**src/core/spg_cfg.svh**
```systemverilog
// Address map, field positions, reset values and tick timing for the strobe block
`ifndef SPG_CFG_SVH
`define SPG_CFG_SVH

`define SPG_NCH          4
`define SPG_AW           8
`define SPG_OFS_CH0      8'h00
`define SPG_OFS_CH1      8'h04
`define SPG_OFS_CH2      8'h08
`define SPG_OFS_CH3      8'h0c
`define SPG_OFS_TICK     8'h10
`define SPG_OFS_ROUTE    8'h14
`define SPG_OFS_UOUT     8'h18
`define SPG_OFS_INS      8'h1c

`define SPG_CH_EN        31
`define SPG_CH_POL       30
`define SPG_CH_LAG_HI    23
`define SPG_CH_LAG_LO    12
`define SPG_CH_WID_HI    11
`define SPG_CH_WID_LO    0
`define SPG_CH_MASK      32'hc0ffffff
`define SPG_TICK_DLY_HI  7
`define SPG_TICK_DLY_LO  0
`define SPG_TICK_DUR_HI  23
`define SPG_TICK_DUR_LO  16
`define SPG_TICK_MASK    32'h00ff00ff
`define SPG_RST_CH       32'h00000000
`define SPG_RST_TICK     32'h00000000
`define SPG_RST_ROUTE    4'h0
`define SPG_RST_UOUT     4'h0

`define SPG_RESP_OKAY    2'h0
`define SPG_RESP_SLVERR  2'h2

// Tick unit of 1/1024 ms is 1024000 ticks per second; the clock is 50 MHz.
// Both are divided by their common factor to give a fractional step.
`define SPG_CLK_HZ       32'h02faf080
`define SPG_TICK_HZ      32'h000fa000
`define SPG_HZ_GCD       32'h00001f40
`define SPG_ACC_STEP     13'((`SPG_TICK_HZ) / (`SPG_HZ_GCD))
`define SPG_ACC_MOD      13'((`SPG_CLK_HZ) / (`SPG_HZ_GCD))
`define SPG_ACC_RST      13'h0000
`define SPG_CNT_ZERO     12'h000
`define SPG_CNT_ONE      12'h001

`endif

```
**src/core/spg_pkg.sv**
```systemverilog
// Types shared by the strobe pulse and port I/O block
`default_nettype none
package spg_pkg;
    typedef enum logic [2:0] {
        SPG_IDLE  = 3'b001,
        SPG_DELAY = 3'b010,
        SPG_PULSE = 3'b100
    } spg_state_t;
endpackage
`default_nettype wire

```
**src/core/spg_tick.sv**
```systemverilog
// Fractional prescaler giving one tick per selectable multiple of 1/1024 ms
`timescale 1ns/1ns
`default_nettype none
`include "spg_cfg.svh"
module spg_tick
    import spg_pkg::*;
(
    input  wire logic        clk,
    input  wire logic        rst_n,
    input  wire logic        restart,
    input  wire logic [7:0]  mult,
    output logic             tick
);
    logic [12:0] acc_r;
    logic [13:0] acc_sum;
    logic        base;
    logic [7:0]  mcnt_r;

    assign acc_sum = {1'b0, acc_r} + {1'b0, `SPG_ACC_STEP};
    assign base    = acc_sum >= {1'b0, `SPG_ACC_MOD};
    assign tick    = base && (mcnt_r == mult);

    // Restart aligns the unit to the phase start, so no phase is cut short
    always_ff @(posedge clk or negedge rst_n)
    begin
        if (!rst_n)
            acc_r <= `SPG_ACC_RST;
        else if (restart)
            acc_r <= `SPG_ACC_RST;
        else if (base)
            acc_r <= 13'(acc_sum - {1'b0, `SPG_ACC_MOD});
        else
            acc_r <= acc_sum[12:0];
    end

    always_ff @(posedge clk or negedge rst_n)
    begin
        if (!rst_n)
            mcnt_r <= 8'h00;
        else if (restart || tick)
            mcnt_r <= 8'h00;
        else if (base)
            mcnt_r <= 8'(mcnt_r + 8'h01);
    end
endmodule // spg_tick
`default_nettype wire

```
**src/core/spg_top.sv**
```systemverilog
// Four strobe pulse channels, output port routing and parallel I/O over AXI4-Lite
//
// Decided for this implementation: the AXI4-Lite register port and the register addresses.
`timescale 1ns/1ns
`default_nettype none
`include "spg_cfg.svh"
module spg_top
    import spg_pkg::*;
(
    input  wire logic        clk,
    input  wire logic        rst_n,
    input  wire logic        exposure_start,
    input  wire logic [3:0]  in_port,
    output logic      [3:0]  out_port,
    input  wire logic [7:0]  s_axi_awaddr,
    input  wire logic [2:0]  s_axi_awprot,
    input  wire logic        s_axi_awvalid,
    output logic             s_axi_awready,
    input  wire logic [31:0] s_axi_wdata,
    input  wire logic [3:0]  s_axi_wstrb,
    input  wire logic        s_axi_wvalid,
    output logic             s_axi_wready,
    output logic [1:0]       s_axi_bresp,
    output logic             s_axi_bvalid,
    input  wire logic        s_axi_bready,
    input  wire logic [7:0]  s_axi_araddr,
    input  wire logic [2:0]  s_axi_arprot,
    input  wire logic        s_axi_arvalid,
    output logic             s_axi_arready,
    output logic [31:0]      s_axi_rdata,
    output logic [1:0]       s_axi_rresp,
    output logic             s_axi_rvalid,
    input  wire logic        s_axi_rready
);
    logic [31:0]      ch_ctrl_r [`SPG_NCH];
    logic [31:0]      tick_sel_r;
    logic [3:0]       route_r;
    logic [3:0]       user_out_r;
    logic [3:0]       in_meta_r;
    logic [3:0]       in_sync_r;
    logic [3:0]       active;
    logic [3:0]       busy;
    logic [3:0]       port_nxt;

    logic             aw_full_r;
    logic [7:0]       aw_addr_r;
    logic             w_full_r;
    logic [31:0]      w_data_r;
    logic [3:0]       w_strb_r;
    logic             wr_en;
    logic             wr_hit;
    logic [31:0]      rd_data;
    logic             rd_hit;

    // Protection bits carry no meaning for this block
    logic             prot_unused;
    assign prot_unused = ^{s_axi_awprot, s_axi_arprot};

    function automatic logic [31:0] spg_merge(
        input logic [31:0] old_v,
        input logic [31:0] new_v,
        input logic [3:0]  strb
    );
        logic [31:0] res;
        res = old_v;
        for (int b = 0; b < 4; b++)
        begin
            if (strb[b])
                res[b*8 +: 8] = new_v[b*8 +: 8];
        end
        return res;
    endfunction

    // Write address channel
    always_ff @(posedge clk or negedge rst_n)
    begin
        if (!rst_n)
        begin
            s_axi_awready <= 1'b1;
            aw_full_r     <= 1'b0;
            aw_addr_r     <= 8'h00;
        end
        else if (s_axi_awvalid && s_axi_awready)
        begin
            s_axi_awready <= 1'b0;
            aw_full_r     <= 1'b1;
            aw_addr_r     <= s_axi_awaddr;
        end
        else if (s_axi_bvalid && s_axi_bready)
        begin
            s_axi_awready <= 1'b1;
            aw_full_r     <= 1'b0;
        end
    end

    // Write data channel, taken independently of the address
    always_ff @(posedge clk or negedge rst_n)
    begin
        if (!rst_n)
        begin
            s_axi_wready <= 1'b1;
            w_full_r     <= 1'b0;
            w_data_r     <= 32'h00000000;
            w_strb_r     <= 4'h0;
        end
        else if (s_axi_wvalid && s_axi_wready)
        begin
            s_axi_wready <= 1'b0;
            w_full_r     <= 1'b1;
            w_data_r     <= s_axi_wdata;
            w_strb_r     <= s_axi_wstrb;
        end
        else if (s_axi_bvalid && s_axi_bready)
        begin
            s_axi_wready <= 1'b1;
            w_full_r     <= 1'b0;
        end
    end

    assign wr_en = aw_full_r && w_full_r && !s_axi_bvalid;

    always_comb
    begin
        unique case (aw_addr_r)
            `SPG_OFS_CH0, `SPG_OFS_CH1, `SPG_OFS_CH2, `SPG_OFS_CH3,
            `SPG_OFS_TICK, `SPG_OFS_ROUTE, `SPG_OFS_UOUT, `SPG_OFS_INS:
                wr_hit = 1'b1;
            default:
                wr_hit = 1'b0;
        endcase
    end

    // Write response; unmapped addresses answer with a slave error
    always_ff @(posedge clk or negedge rst_n)
    begin
        if (!rst_n)
        begin
            s_axi_bvalid <= 1'b0;
            s_axi_bresp  <= `SPG_RESP_OKAY;
        end
        else if (wr_en)
        begin
            s_axi_bvalid <= 1'b1;
            s_axi_bresp  <= wr_hit ? `SPG_RESP_OKAY : `SPG_RESP_SLVERR;
        end
        else if (s_axi_bready)
        begin
            s_axi_bvalid <= 1'b0;
        end
    end

    // Channel settings, one word per channel
    always_ff @(posedge clk or negedge rst_n)
    begin
        if (!rst_n)
        begin
            for (int n = 0; n < `SPG_NCH; n++)
                ch_ctrl_r[n] <= `SPG_RST_CH;
        end
        else if (wr_en)
        begin
            for (int n = 0; n < `SPG_NCH; n++)
            begin
                if (aw_addr_r == 8'(`SPG_OFS_CH0 + 8'(n * 4)))
                    ch_ctrl_r[n] <= spg_merge(ch_ctrl_r[n], w_data_r, w_strb_r)
                                    & `SPG_CH_MASK;
            end
        end
    end

    // Tick unit select for delay and duration
    always_ff @(posedge clk or negedge rst_n)
    begin
        if (!rst_n)
            tick_sel_r <= `SPG_RST_TICK;
        else if (wr_en && aw_addr_r == `SPG_OFS_TICK)
            tick_sel_r <= spg_merge(tick_sel_r, w_data_r, w_strb_r)
                          & `SPG_TICK_MASK;
    end

    always_ff @(posedge clk or negedge rst_n)
    begin
        if (!rst_n)
            route_r <= `SPG_RST_ROUTE;
        else if (wr_en && aw_addr_r == `SPG_OFS_ROUTE && w_strb_r[0])
            route_r <= w_data_r[3:0];
    end

    // Bits of ports owned by a strobe are dropped, not stored
    always_ff @(posedge clk or negedge rst_n)
    begin
        if (!rst_n)
            user_out_r <= `SPG_RST_UOUT;
        else if (wr_en && aw_addr_r == `SPG_OFS_UOUT && w_strb_r[0])
            user_out_r <= (user_out_r & route_r)
                          | (w_data_r[3:0] & ~route_r);
    end

    // Input ports come from pins and pass two flops first
    always_ff @(posedge clk or negedge rst_n)
    begin
        if (!rst_n)
        begin
            in_meta_r <= 4'h0;
            in_sync_r <= 4'h0;
        end
        else
        begin
            in_meta_r <= in_port;
            in_sync_r <= in_meta_r;
        end
    end

    // Read path
    always_comb
    begin
        rd_data = 32'h00000000;
        rd_hit  = 1'b1;
        unique case (s_axi_araddr)
            `SPG_OFS_CH0:   rd_data = ch_ctrl_r[0];
            `SPG_OFS_CH1:   rd_data = ch_ctrl_r[1];
            `SPG_OFS_CH2:   rd_data = ch_ctrl_r[2];
            `SPG_OFS_CH3:   rd_data = ch_ctrl_r[3];
            `SPG_OFS_TICK:  rd_data = tick_sel_r;
            `SPG_OFS_ROUTE: rd_data = {28'h0000000, route_r};
            `SPG_OFS_UOUT:  rd_data = {28'h0000000, user_out_r};
            `SPG_OFS_INS:   rd_data = {20'h00000, busy, out_port, in_sync_r};
            default:        rd_hit  = 1'b0;
        endcase
    end

    always_ff @(posedge clk or negedge rst_n)
    begin
        if (!rst_n)
        begin
            s_axi_arready <= 1'b1;
            s_axi_rvalid  <= 1'b0;
            s_axi_rdata   <= 32'h00000000;
            s_axi_rresp   <= `SPG_RESP_OKAY;
        end
        else if (s_axi_arvalid && s_axi_arready)
        begin
            s_axi_arready <= 1'b0;
            s_axi_rvalid  <= 1'b1;
            s_axi_rdata   <= rd_data;
            s_axi_rresp   <= rd_hit ? `SPG_RESP_OKAY : `SPG_RESP_SLVERR;
        end
        else if (s_axi_rvalid && s_axi_rready)
        begin
            s_axi_arready <= 1'b1;
            s_axi_rvalid  <= 1'b0;
        end
    end

    // Strobe channels
    for (genvar n = 0; n < `SPG_NCH; n++)
    begin : g_ch
        spg_state_t  state_r;
        logic [11:0] cnt_r;
        logic        en;
        logic [11:0] lag;
        logic [11:0] width;
        logic [7:0]  mult;
        logic        tick;
        logic        restart;
        logic        last;

        assign en      = ch_ctrl_r[n][`SPG_CH_EN];
        assign lag     = ch_ctrl_r[n][`SPG_CH_LAG_HI:`SPG_CH_LAG_LO];
        assign width   = ch_ctrl_r[n][`SPG_CH_WID_HI:`SPG_CH_WID_LO];
        assign mult    = (state_r == SPG_PULSE)
                         ? tick_sel_r[`SPG_TICK_DUR_HI:`SPG_TICK_DUR_LO]
                         : tick_sel_r[`SPG_TICK_DLY_HI:`SPG_TICK_DLY_LO];
        assign last    = tick && (cnt_r == `SPG_CNT_ONE);
        // Prescaler restarts at exposure and again when the pulse begins
        assign restart = exposure_start || (state_r == SPG_DELAY && last);
        assign active[n] = (state_r == SPG_PULSE);
        assign busy[n]   = (state_r != SPG_IDLE);

        spg_tick u_tick (
            .clk     (clk),
            .rst_n   (rst_n),
            .restart (restart),
            .mult    (mult),
            .tick    (tick)
        );

        always_ff @(posedge clk or negedge rst_n)
        begin
            if (!rst_n)
            begin
                state_r <= SPG_IDLE;
                cnt_r   <= `SPG_CNT_ZERO;
            end
            else if (!en)
            begin
                state_r <= SPG_IDLE;
            end
            else if (exposure_start)
            begin
                // Abort whatever runs and reload from the settings
                state_r <= SPG_DELAY;
                cnt_r   <= (lag == `SPG_CNT_ZERO) ? `SPG_CNT_ONE : lag;
            end
            else
            begin
                unique case (state_r)
                    SPG_IDLE:
                        cnt_r <= cnt_r;
                    SPG_DELAY:
                        if (last)
                        begin
                            state_r <= (width == `SPG_CNT_ZERO)
                                       ? SPG_IDLE : SPG_PULSE;
                            cnt_r   <= width;
                        end
                        else if (tick)
                            cnt_r <= 12'(cnt_r - `SPG_CNT_ONE);
                    SPG_PULSE:
                        if (last)
                            state_r <= SPG_IDLE;
                        else if (tick)
                            cnt_r <= 12'(cnt_r - `SPG_CNT_ONE);
                endcase
            end
        end

        // Strobe n reaches port n only; an idle strobe shows its inactive level
        assign port_nxt[n] = route_r[n]
            ? (active[n] == ch_ctrl_r[n][`SPG_CH_POL])
            : user_out_r[n];
    end

    always_ff @(posedge clk or negedge rst_n)
    begin
        if (!rst_n)
            out_port <= 4'h0;
        else
            out_port <= port_nxt;
    end

endmodule // spg_top
`default_nettype wire

```
**config.mk**
```make
export PLATFORM = sky130hd
export DESIGN_NAME = spg_top
export DESIGN_NICKNAME = d
export VERILOG_FILES = /design/src/core/spg_pkg.sv /design/src/core/spg_tick.sv /design/src/core/spg_top.sv
export VERILOG_INCLUDE_DIRS = /design/src /design/src/core
export SDC_FILE = /design/constraint.sdc
export NUM_CORES = 1
export LEC_CHECK = 0
export BUFFER_PORTS_ARGS = -buffer_cell sky130_fd_sc_hd__buf_2
export CAP_MARGIN = 0
export CORE_AREA = 3 3 242 244
export DETAILED_ROUTE_END_ITERATION = 8
export DIE_AREA = 0 0 245 247
export HOLD_SLACK_MARGIN = 0.15
export PLACE_DENSITY = 0.57
export SLEW_MARGIN = 30
export SYNTH_ARGS = -nofsm -noshare
export SYNTH_HDL_FRONTEND = slang
export SYNTH_HIERARCHICAL = 1
export SYNTH_SLANG_ARGS = --single-unit
```
**constraint.sdc**
```tcl
create_clock -name clk -period 5.15 [get_ports clk]
set_clock_uncertainty 0.1 [all_clocks]
set_input_delay 0.7725 -clock clk [delete_from_list [all_inputs] [get_ports clk]]
set_output_delay 0.7725 -clock clk [all_outputs]
set_load 0.03 [all_outputs]
```
==> flow_summary.ini, run 1 <==
[synth]
synth_cell_types = 81
synth_mux_area_frac = 0.157
synth_top_family_by_area = simple AND/OR/NAND/NOR gates
syn-cell-area_um2 = 19700
synthFlopType = dfrtp_1
synth_compound_area_frac = 0.139
synthArstFlopShare = 1.00
synth_edf_count = 0
synth_top_area_cell = dfrtp_1
yosys.area_share.simple = 0.164
synth_top_area_frac = 0.440
synthAdderAreaFrac = 0.0127
synthXorXnorAreaFrac = 0.0383
netlist_instances = 1914
synth-seq-cells = 353
yosys_warnings = 6
ys_top_cells_by_area = dfrtp_1 (44%), mux2_2 (11%), nand2_1 (3.7%)
yosysSeqAreaShare = 0.450
avgSynthCellArea_um2 = 10.3

[layout]
syn_to_final_growth_pct = 12.7
stdcell_count = 2762
num_antenna_cells = 0
fill_cells = 5536
nets = 2067
drive_gt1_frac = 0.239

[clocking]
cts.htree.levels = 2
cts_root_buffer = clkbuf_16
numCtsBuffers = 40
cts.repair.resized = 0
cts_post_setup_buffers_inserted = 0
cts_buffer_depth = 3
cts.sinks = 353
cts_tree = built
ctsHoldBuffers = 0
cts.clk_slew.worst_paths_ns = 0.07
clk_latency_ns = 0.57

[route]
vias_per_cell = 5.50
antenna_left = 0
totalWireLength_um = 55600
initialDrtViolationCount = 986
routed-wl-met2_um = 26000
wl_per_cell_um = 20.1
met1_length_um = 24900
vias = 15191
drc = 0
top_layer = met5
firstDrtPassIters = 5
routed-wl-met3_um = 2610

[outcome]
status = completed

[floorplan]
start_util = 0.348
num_io_pins = 115
rows = 87
die_area_um2 = 60500
coreArea_um2 = 56500
die_x_um = 245
die_h_um = 247

[worst_setup_path]
cp_max_fo = 13
critPathBufInv = 2
crit_path_end_kind = register
path_cells = ha_1 > a21boi_0 > o221ai_2 > a21boi_1 > a21oi_1 > a31oi_2 > nor3_1 > buf_4 > nor4bb_1 > nand3_1 > nor3_1 > nand2_1 > nand2_1 > buf_4 > nor2b_1 > mux2_2
reg2regPathDepth = 16
worstPathRequired_ns = 5.49
startpoint_type = register
rr_startpoint = g_ch[3].u_tick/acc_r[7]$_DFF_PN0_
r2r_slack_ns = 0.70
cp_slowest_stage_delay_ns = 0.49
cp_top_family = simple AND/OR/NAND/NOR gates
cp.arrival_ns = 4.79
slowest_stage = nor4bb_1
worst-setup-path-type = register to register
r2r-end = g_ch[3].u_tick/acc_r[9]$_DFF_PN0_

[placement]
dp_cells = 2691
place_ws_ns = 0.672
hpwl_um = 40200
portBuffers = 94
gp_congestion = 0.902

[global_route]
grt_pass1_vias = 15027
gr-total-overflow = 0
track_usage = 0.184
grt_first_pass_wirelength_um = 87800
antenna_found_initial = 1
grt_max_degree = 110

[power_and_ir_drop]
peakVddDrop_mv = 0.277
p_leak_uw = 0.00953
p_per_area_nw_per_um2 = 386

[sta]
fin_crit_sh = 0.864
tns_ns = 0
finalHoldViolCount = 0
maxSlewHeadroom = 0.359
worst_slack_ns = 0.703
setup_violations = 0
tightestPinTransition_ns = 0.957
max_freq_mhz = 225
rsz0062_at_grt = false
period_needed_ns = 4.45
drv_slew = 0

[job]
drv_cap = 0

[hold_path]
min_path_type = primary input to asynchronous set/reset pin
==> per-layer routing <==
layer,vias up,track usage
li1,7104,-
met1,7620,0.246
met2,366,0.301
met3,99,0.0299
met4,2,0.0714
met5,-,0
==> area by class of cell <==
cell class              count  area [um^2]  area share
multi-input cells        1423        10100       0.456
flip-flops and latches    353         8840       0.399
clock buffers              56         1140      0.0516
well taps                 756          946      0.0427
repair buffers            125          738      0.0333
clock inverters            15          255      0.0115
inverters                  34          128     0.00576
==> cell usage after synthesis, drive strengths merged, types with 11 or more instances <==
cell type and count:
or3 35, a21boi 12, clkbuf 44, o21a 16, mux2i 21, nor4b 11, nand2 195, a31oi 38
nand4 12, xor2 18, nor2 129, nand2b 19, mux4 26, nor4 35, xnor2 68, or2 14
o211ai 30, ha 20, o22ai 17, dfrtp 346, inv 32, o21ai 123, buf 59, or4 13
nand3 40, a21oi 112, mux2 202, nor3 54, and3 21, nor2b 14, nand3b 12
==> per-stage QoR <==
step | hold slack (ns) | cell area [um^2] | util | total power (uW)
floorplan | 0.231 | 19700 | - | 4840
finish | 0.166 | 22200 | 0.392 | 8550
CTS | 0.187 | 22200 | 0.392 | 8620
global route | 0.209 | 22200 | 0.392 | 8960
detailed placement | 0.235 | 20800 | 0.367 | 5490
global placement | 0.233 | 20800 | 0.367 | 5430
==> placed cells by master (no fill, tap or decap), drive strengths merged, types with 17 or more instances in the layout <==
cell type / instances
dfrtp: 346
mux2: 202
nand2: 195
nor2: 129
buf: 125
o21ai: 123
a21oi: 112
xnor2: 68
clkbuf: 56
nor3: 54
nand3: 40
a31oi: 38
or3: 35
nor4: 35
inv: 32
o211ai: 30
mux4: 26
mux2i: 21
and3: 21
ha: 20
nand2b: 19
xor2: 18
o22ai: 17
==> where the power goes <==
group	internal, uW	switching (uW)
Sequential	3190	658
Clock	1900	1190
Combinational	758	856
Total	5840	2710
==> sequential cells by signal (all words and copies together), names as in the netlist, 8 cells and up <==
signal / count
tick_sel_r: 16
g_ch.u_tick/mcnt_r: 32
w_data_r: 26
ch_ctrl_r: 104
g_ch.cnt_r: 48
g_ch.state_r: 12
s_axi_rdata: 26
g_ch.u_tick/acc_r: 48
aw_addr_r: 8
==> how the worst max path moves through the flow <==
stage	cells past startpoint	start	to	slack [ns]
floorplan	16	g_ch[1].u_tick/acc_r[7]$_DFF_PN0_	g_ch[1].u_tick/acc_r[1]$_DFFE_PN0P_	0.83
global placement	16	g_ch[3].u_tick/acc_r[7]$_DFF_PN0_	g_ch[3].u_tick/acc_r[9]$_DFF_PN0_	0.91
detailed placement	16	g_ch[3].u_tick/acc_r[7]$_DFF_PN0_	g_ch[3].u_tick/acc_r[9]$_DFF_PN0_	0.67
CTS	16	g_ch[3].u_tick/acc_r[7]$_DFF_PN0_	g_ch[3].u_tick/acc_r[9]$_DFF_PN0_	0.68
global route	16	g_ch[3].u_tick/acc_r[7]$_DFF_PN0_	g_ch[3].u_tick/acc_r[9]$_DFF_PN0_	0.31
finish	16	g_ch[3].u_tick/acc_r[7]$_DFF_PN0_	g_ch[3].u_tick/acc_r[9]$_DFF_PN0_	0.70
==> logic make-up (layout without fill, tap and decap cells) <==
| kind of cell | after synthesis | after routing |
|---|---|---|
| simple gates | 639 | 639 |
| compound gates | 421 | 421 |
| fa+ha+maj | 20 | 20 |
| other cells | 1 | 8 |
| mux | 249 | 249 |
| xor+xnor | 86 | 86 |
| buf+inv | 145 | 230 |
| flops | 353 | 353 |
Note: power is estimated with default switching activity, not from simulation.
==> inputs of run 2 (changes only) <==
--- a/config.mk
+++ b/config.mk
@@ -12,7 +12,6 @@
 export DETAILED_ROUTE_END_ITERATION = 8
 export DIE_AREA = 0 0 245 247
 export HOLD_SLACK_MARGIN = 0.15
-export PLACE_DENSITY = 0.57
 export SLEW_MARGIN = 30
 export SYNTH_ARGS = -nofsm -noshare
 export SYNTH_HDL_FRONTEND = slang
==> run 2 against run 1 <==
Net effect: first-iteration DRC count grew 10%; critical path depth shrank 1; die area did not move; via count grew 1.5%; power increased by 0.11%; clock power hardly changed; hold slack better by 0.052 ns; maximum frequency is 5.2% lower; worst setup slack worse by 0.24 ns; core utilization rose by 0.13 points; sequential power about the same; global-route usage increased by 0.093 points.
==> flow_summary.ini, run 2 (synthesis results as in run 1) <==
[route]
vias = 15426
top_layer = met5
drc = 0
routed-wl-met2_um = 26400
routed-wl-met3_um = 2810
antenna_left = 0
firstDrtPassIters = 5
met1_length_um = 25200
wl_per_cell_um = 20.3
totalWireLength_um = 56200
vias_per_cell = 5.57
initialDrtViolationCount = 1089

[clocking]
numCtsBuffers = 41
cts_post_setup_buffers_inserted = 0
cts.repair.resized = 0
cts.clk_slew.worst_paths_ns = 0.06
cts_root_buffer = clkbuf_16
clk_latency_ns = 0.56
cts.htree.levels = 2
cts_tree = built
cts.sinks = 353
cts_buffer_depth = 3

[global_route]
grt_first_pass_wirelength_um = 88600
track_usage = 0.185
antenna_found_initial = 2
grt_max_degree = 114
gr-total-overflow = 0
grt_pass1_vias = 15230

[floorplan]
die_x_um = 245
num_io_pins = 115
coreArea_um2 = 56500
die_h_um = 247
rows = 87
start_util = 0.348
die_area_um2 = 60500

[outcome]
status = completed

[layout]
largest-register = ch_ctrl_r
fill_cells = 5475
stdcell_count = 2767
syn_to_final_growth_pct = 13.1
drive_gt1_frac = 0.242
final_cell_mix = dfrtp_1 (346), mux2_2 (200), nand2_1 (195)
multiInputGateArea_um2 = 10100
reg_top3 = ch_ctrl_r (104), g_ch.cnt_r (48), g_ch.u_tick/acc_r (48)
final_common_cell = dfrtp_1
largest_register_ffs = 104
regArea_um2 = 8840
final_cell_area_um2 = 22200
nets = 2069

[power_and_ir_drop]
total_power_uw = 8560
peakVddDrop_mv = 0.256
p_leak_uw = 0.00957
p_per_area_nw_per_um2 = 385

[sta]
tightestPinTransition_ns = 0.958
maxSlewHeadroom = 0.359
drv_slew = 0
fin_crit_sh = 0.911
tns_ns = 0
setup_violations = 0
max_freq_mhz = 213
rsz0062_at_grt = false
period_needed_ns = 4.69
finalHoldViolCount = 0

[worst_setup_path]
cp.arrival_ns = 5.04
slowest_stage = nor4bb_1
cp_slowest_stage_delay_ns = 0.60
path_cells = ha_1 > a21boi_0 > o221ai_2 > a21boi_1 > a21oi_1 > a31oi_2 > nor3_1 > nor4bb_1 > nand3_1 > nor3_1 > nand2_1 > nand2_1 > buf_4 > nor2b_1 > mux2_2
critPathBufInv = 1
worst-setup-path-type = register to register
startpoint_type = register
crit_path_end_kind = register
cp_max_fo = 13
cp_top_family = simple AND/OR/NAND/NOR gates
worstPathRequired_ns = 5.50

[placement]
portBuffers = 94
dp_cells = 2689
gp_congestion = 0.861
hpwl_um = 40200
placed_area_um2 = 20700

[hold_path]
min_path_type = primary input to register

[job]
drv_cap = 0
==> run 2: changes by cell type in the layout (fill, tap and decap cells not counted), sizes merged <==
cell	previous run	this run
bufinv	7	4
clkbuf	56	57
clkinv	8	10
clkinvlp	2	4
diode	0	1
dlygate4sd3	0	1
inv	32	33
==> run 2: stage by stage <==
stage | utilization | hold WS [ns] | setup WS (ns)
floorplan | - | 0.231 | 0.831
global placement | 0.367 | 0.235 | 0.659
detailed placement | 0.367 | 0.240 | 0.507
CTS | 0.392 | 0.197 | 0.475
global route | 0.394 | 0.202 | 0.115
finish | 0.394 | 0.217 | 0.458
==> run 2: power breakdown <==
| part | total [uW] | switching [uW] | leakage (uW) | internal (uW) |
|---|---|---|---|---|
| clock | 3070 | 1220 | 0.000693 | 1850 |
| sequential | 3860 | 671 | 0.00474 | 3190 |
| combinational | 1630 | 865 | 0.00414 | 763 |
| total | 8560 | 2760 | 0.00957 | 5800 |
==> run 2: final cells by class <==
class,instances,area share
multi-input combinational,1423,0.455
inverter,34,0.00574
clock buffer,57,0.0548
tap,756,0.0425
sequential,353,0.398
clock inverter,17,0.00895
antenna,1,0.000113
timing repair buffer,126,0.0355
==> run 2: per-layer routing <==
metal,up-vias,track usage
li1,7113,-
met1,7771,0.250
met2,433,0.305
met3,107,0.0279
met4,2,0.0646
met5,-,0
==> run 2: worst reg2reg max path: cells and delay by family, from the launching register on <==
kind | cells | cell delay (ns)
simple gates | 7 | 2.32
compound gates | 5 | 0.86
flops | 1 | 0.45
fa+ha+maj | 1 | 0.31
buf+inv | 1 | 0.27
mux | 1 | 0.26
==> run 2: path summary, 6_finish.rpt <==
kind                                                   startpoint  slack, ns  depth (start not counted)                                  to
worst max-delay path            g_ch[3].u_tick/acc_r[7]$_DFF_PN0_       0.46                         15   g_ch[3].u_tick/acc_r[9]$_DFF_PN0_
worst min-delay path                                   in_port[1]       0.22                          1              in_meta_r[1]$_DFF_PN0_
worst max register to register  g_ch[3].u_tick/acc_r[7]$_DFF_PN0_       0.46                         15   g_ch[3].u_tick/acc_r[9]$_DFF_PN0_
worst min register to register             in_meta_r[2]$_DFF_PN0_       0.25                          0              in_sync_r[2]$_DFF_PN0_
max in group asynchronous                                   rst_n       3.03                          4  g_ch[0].u_tick/acc_r[11]$_DFF_PN0_
min in group asynchronous                                   rst_n       0.56                          2       g_ch[2].cnt_r[10]$_DFFE_PN0P_
==> run 2: timing repair <==
item / 4_1_cts / 5_1_grt
hold buffers: 0 / 1
endpoints found under the hold margin: 0 / 25
setup endpoints to repair: 0 / 0
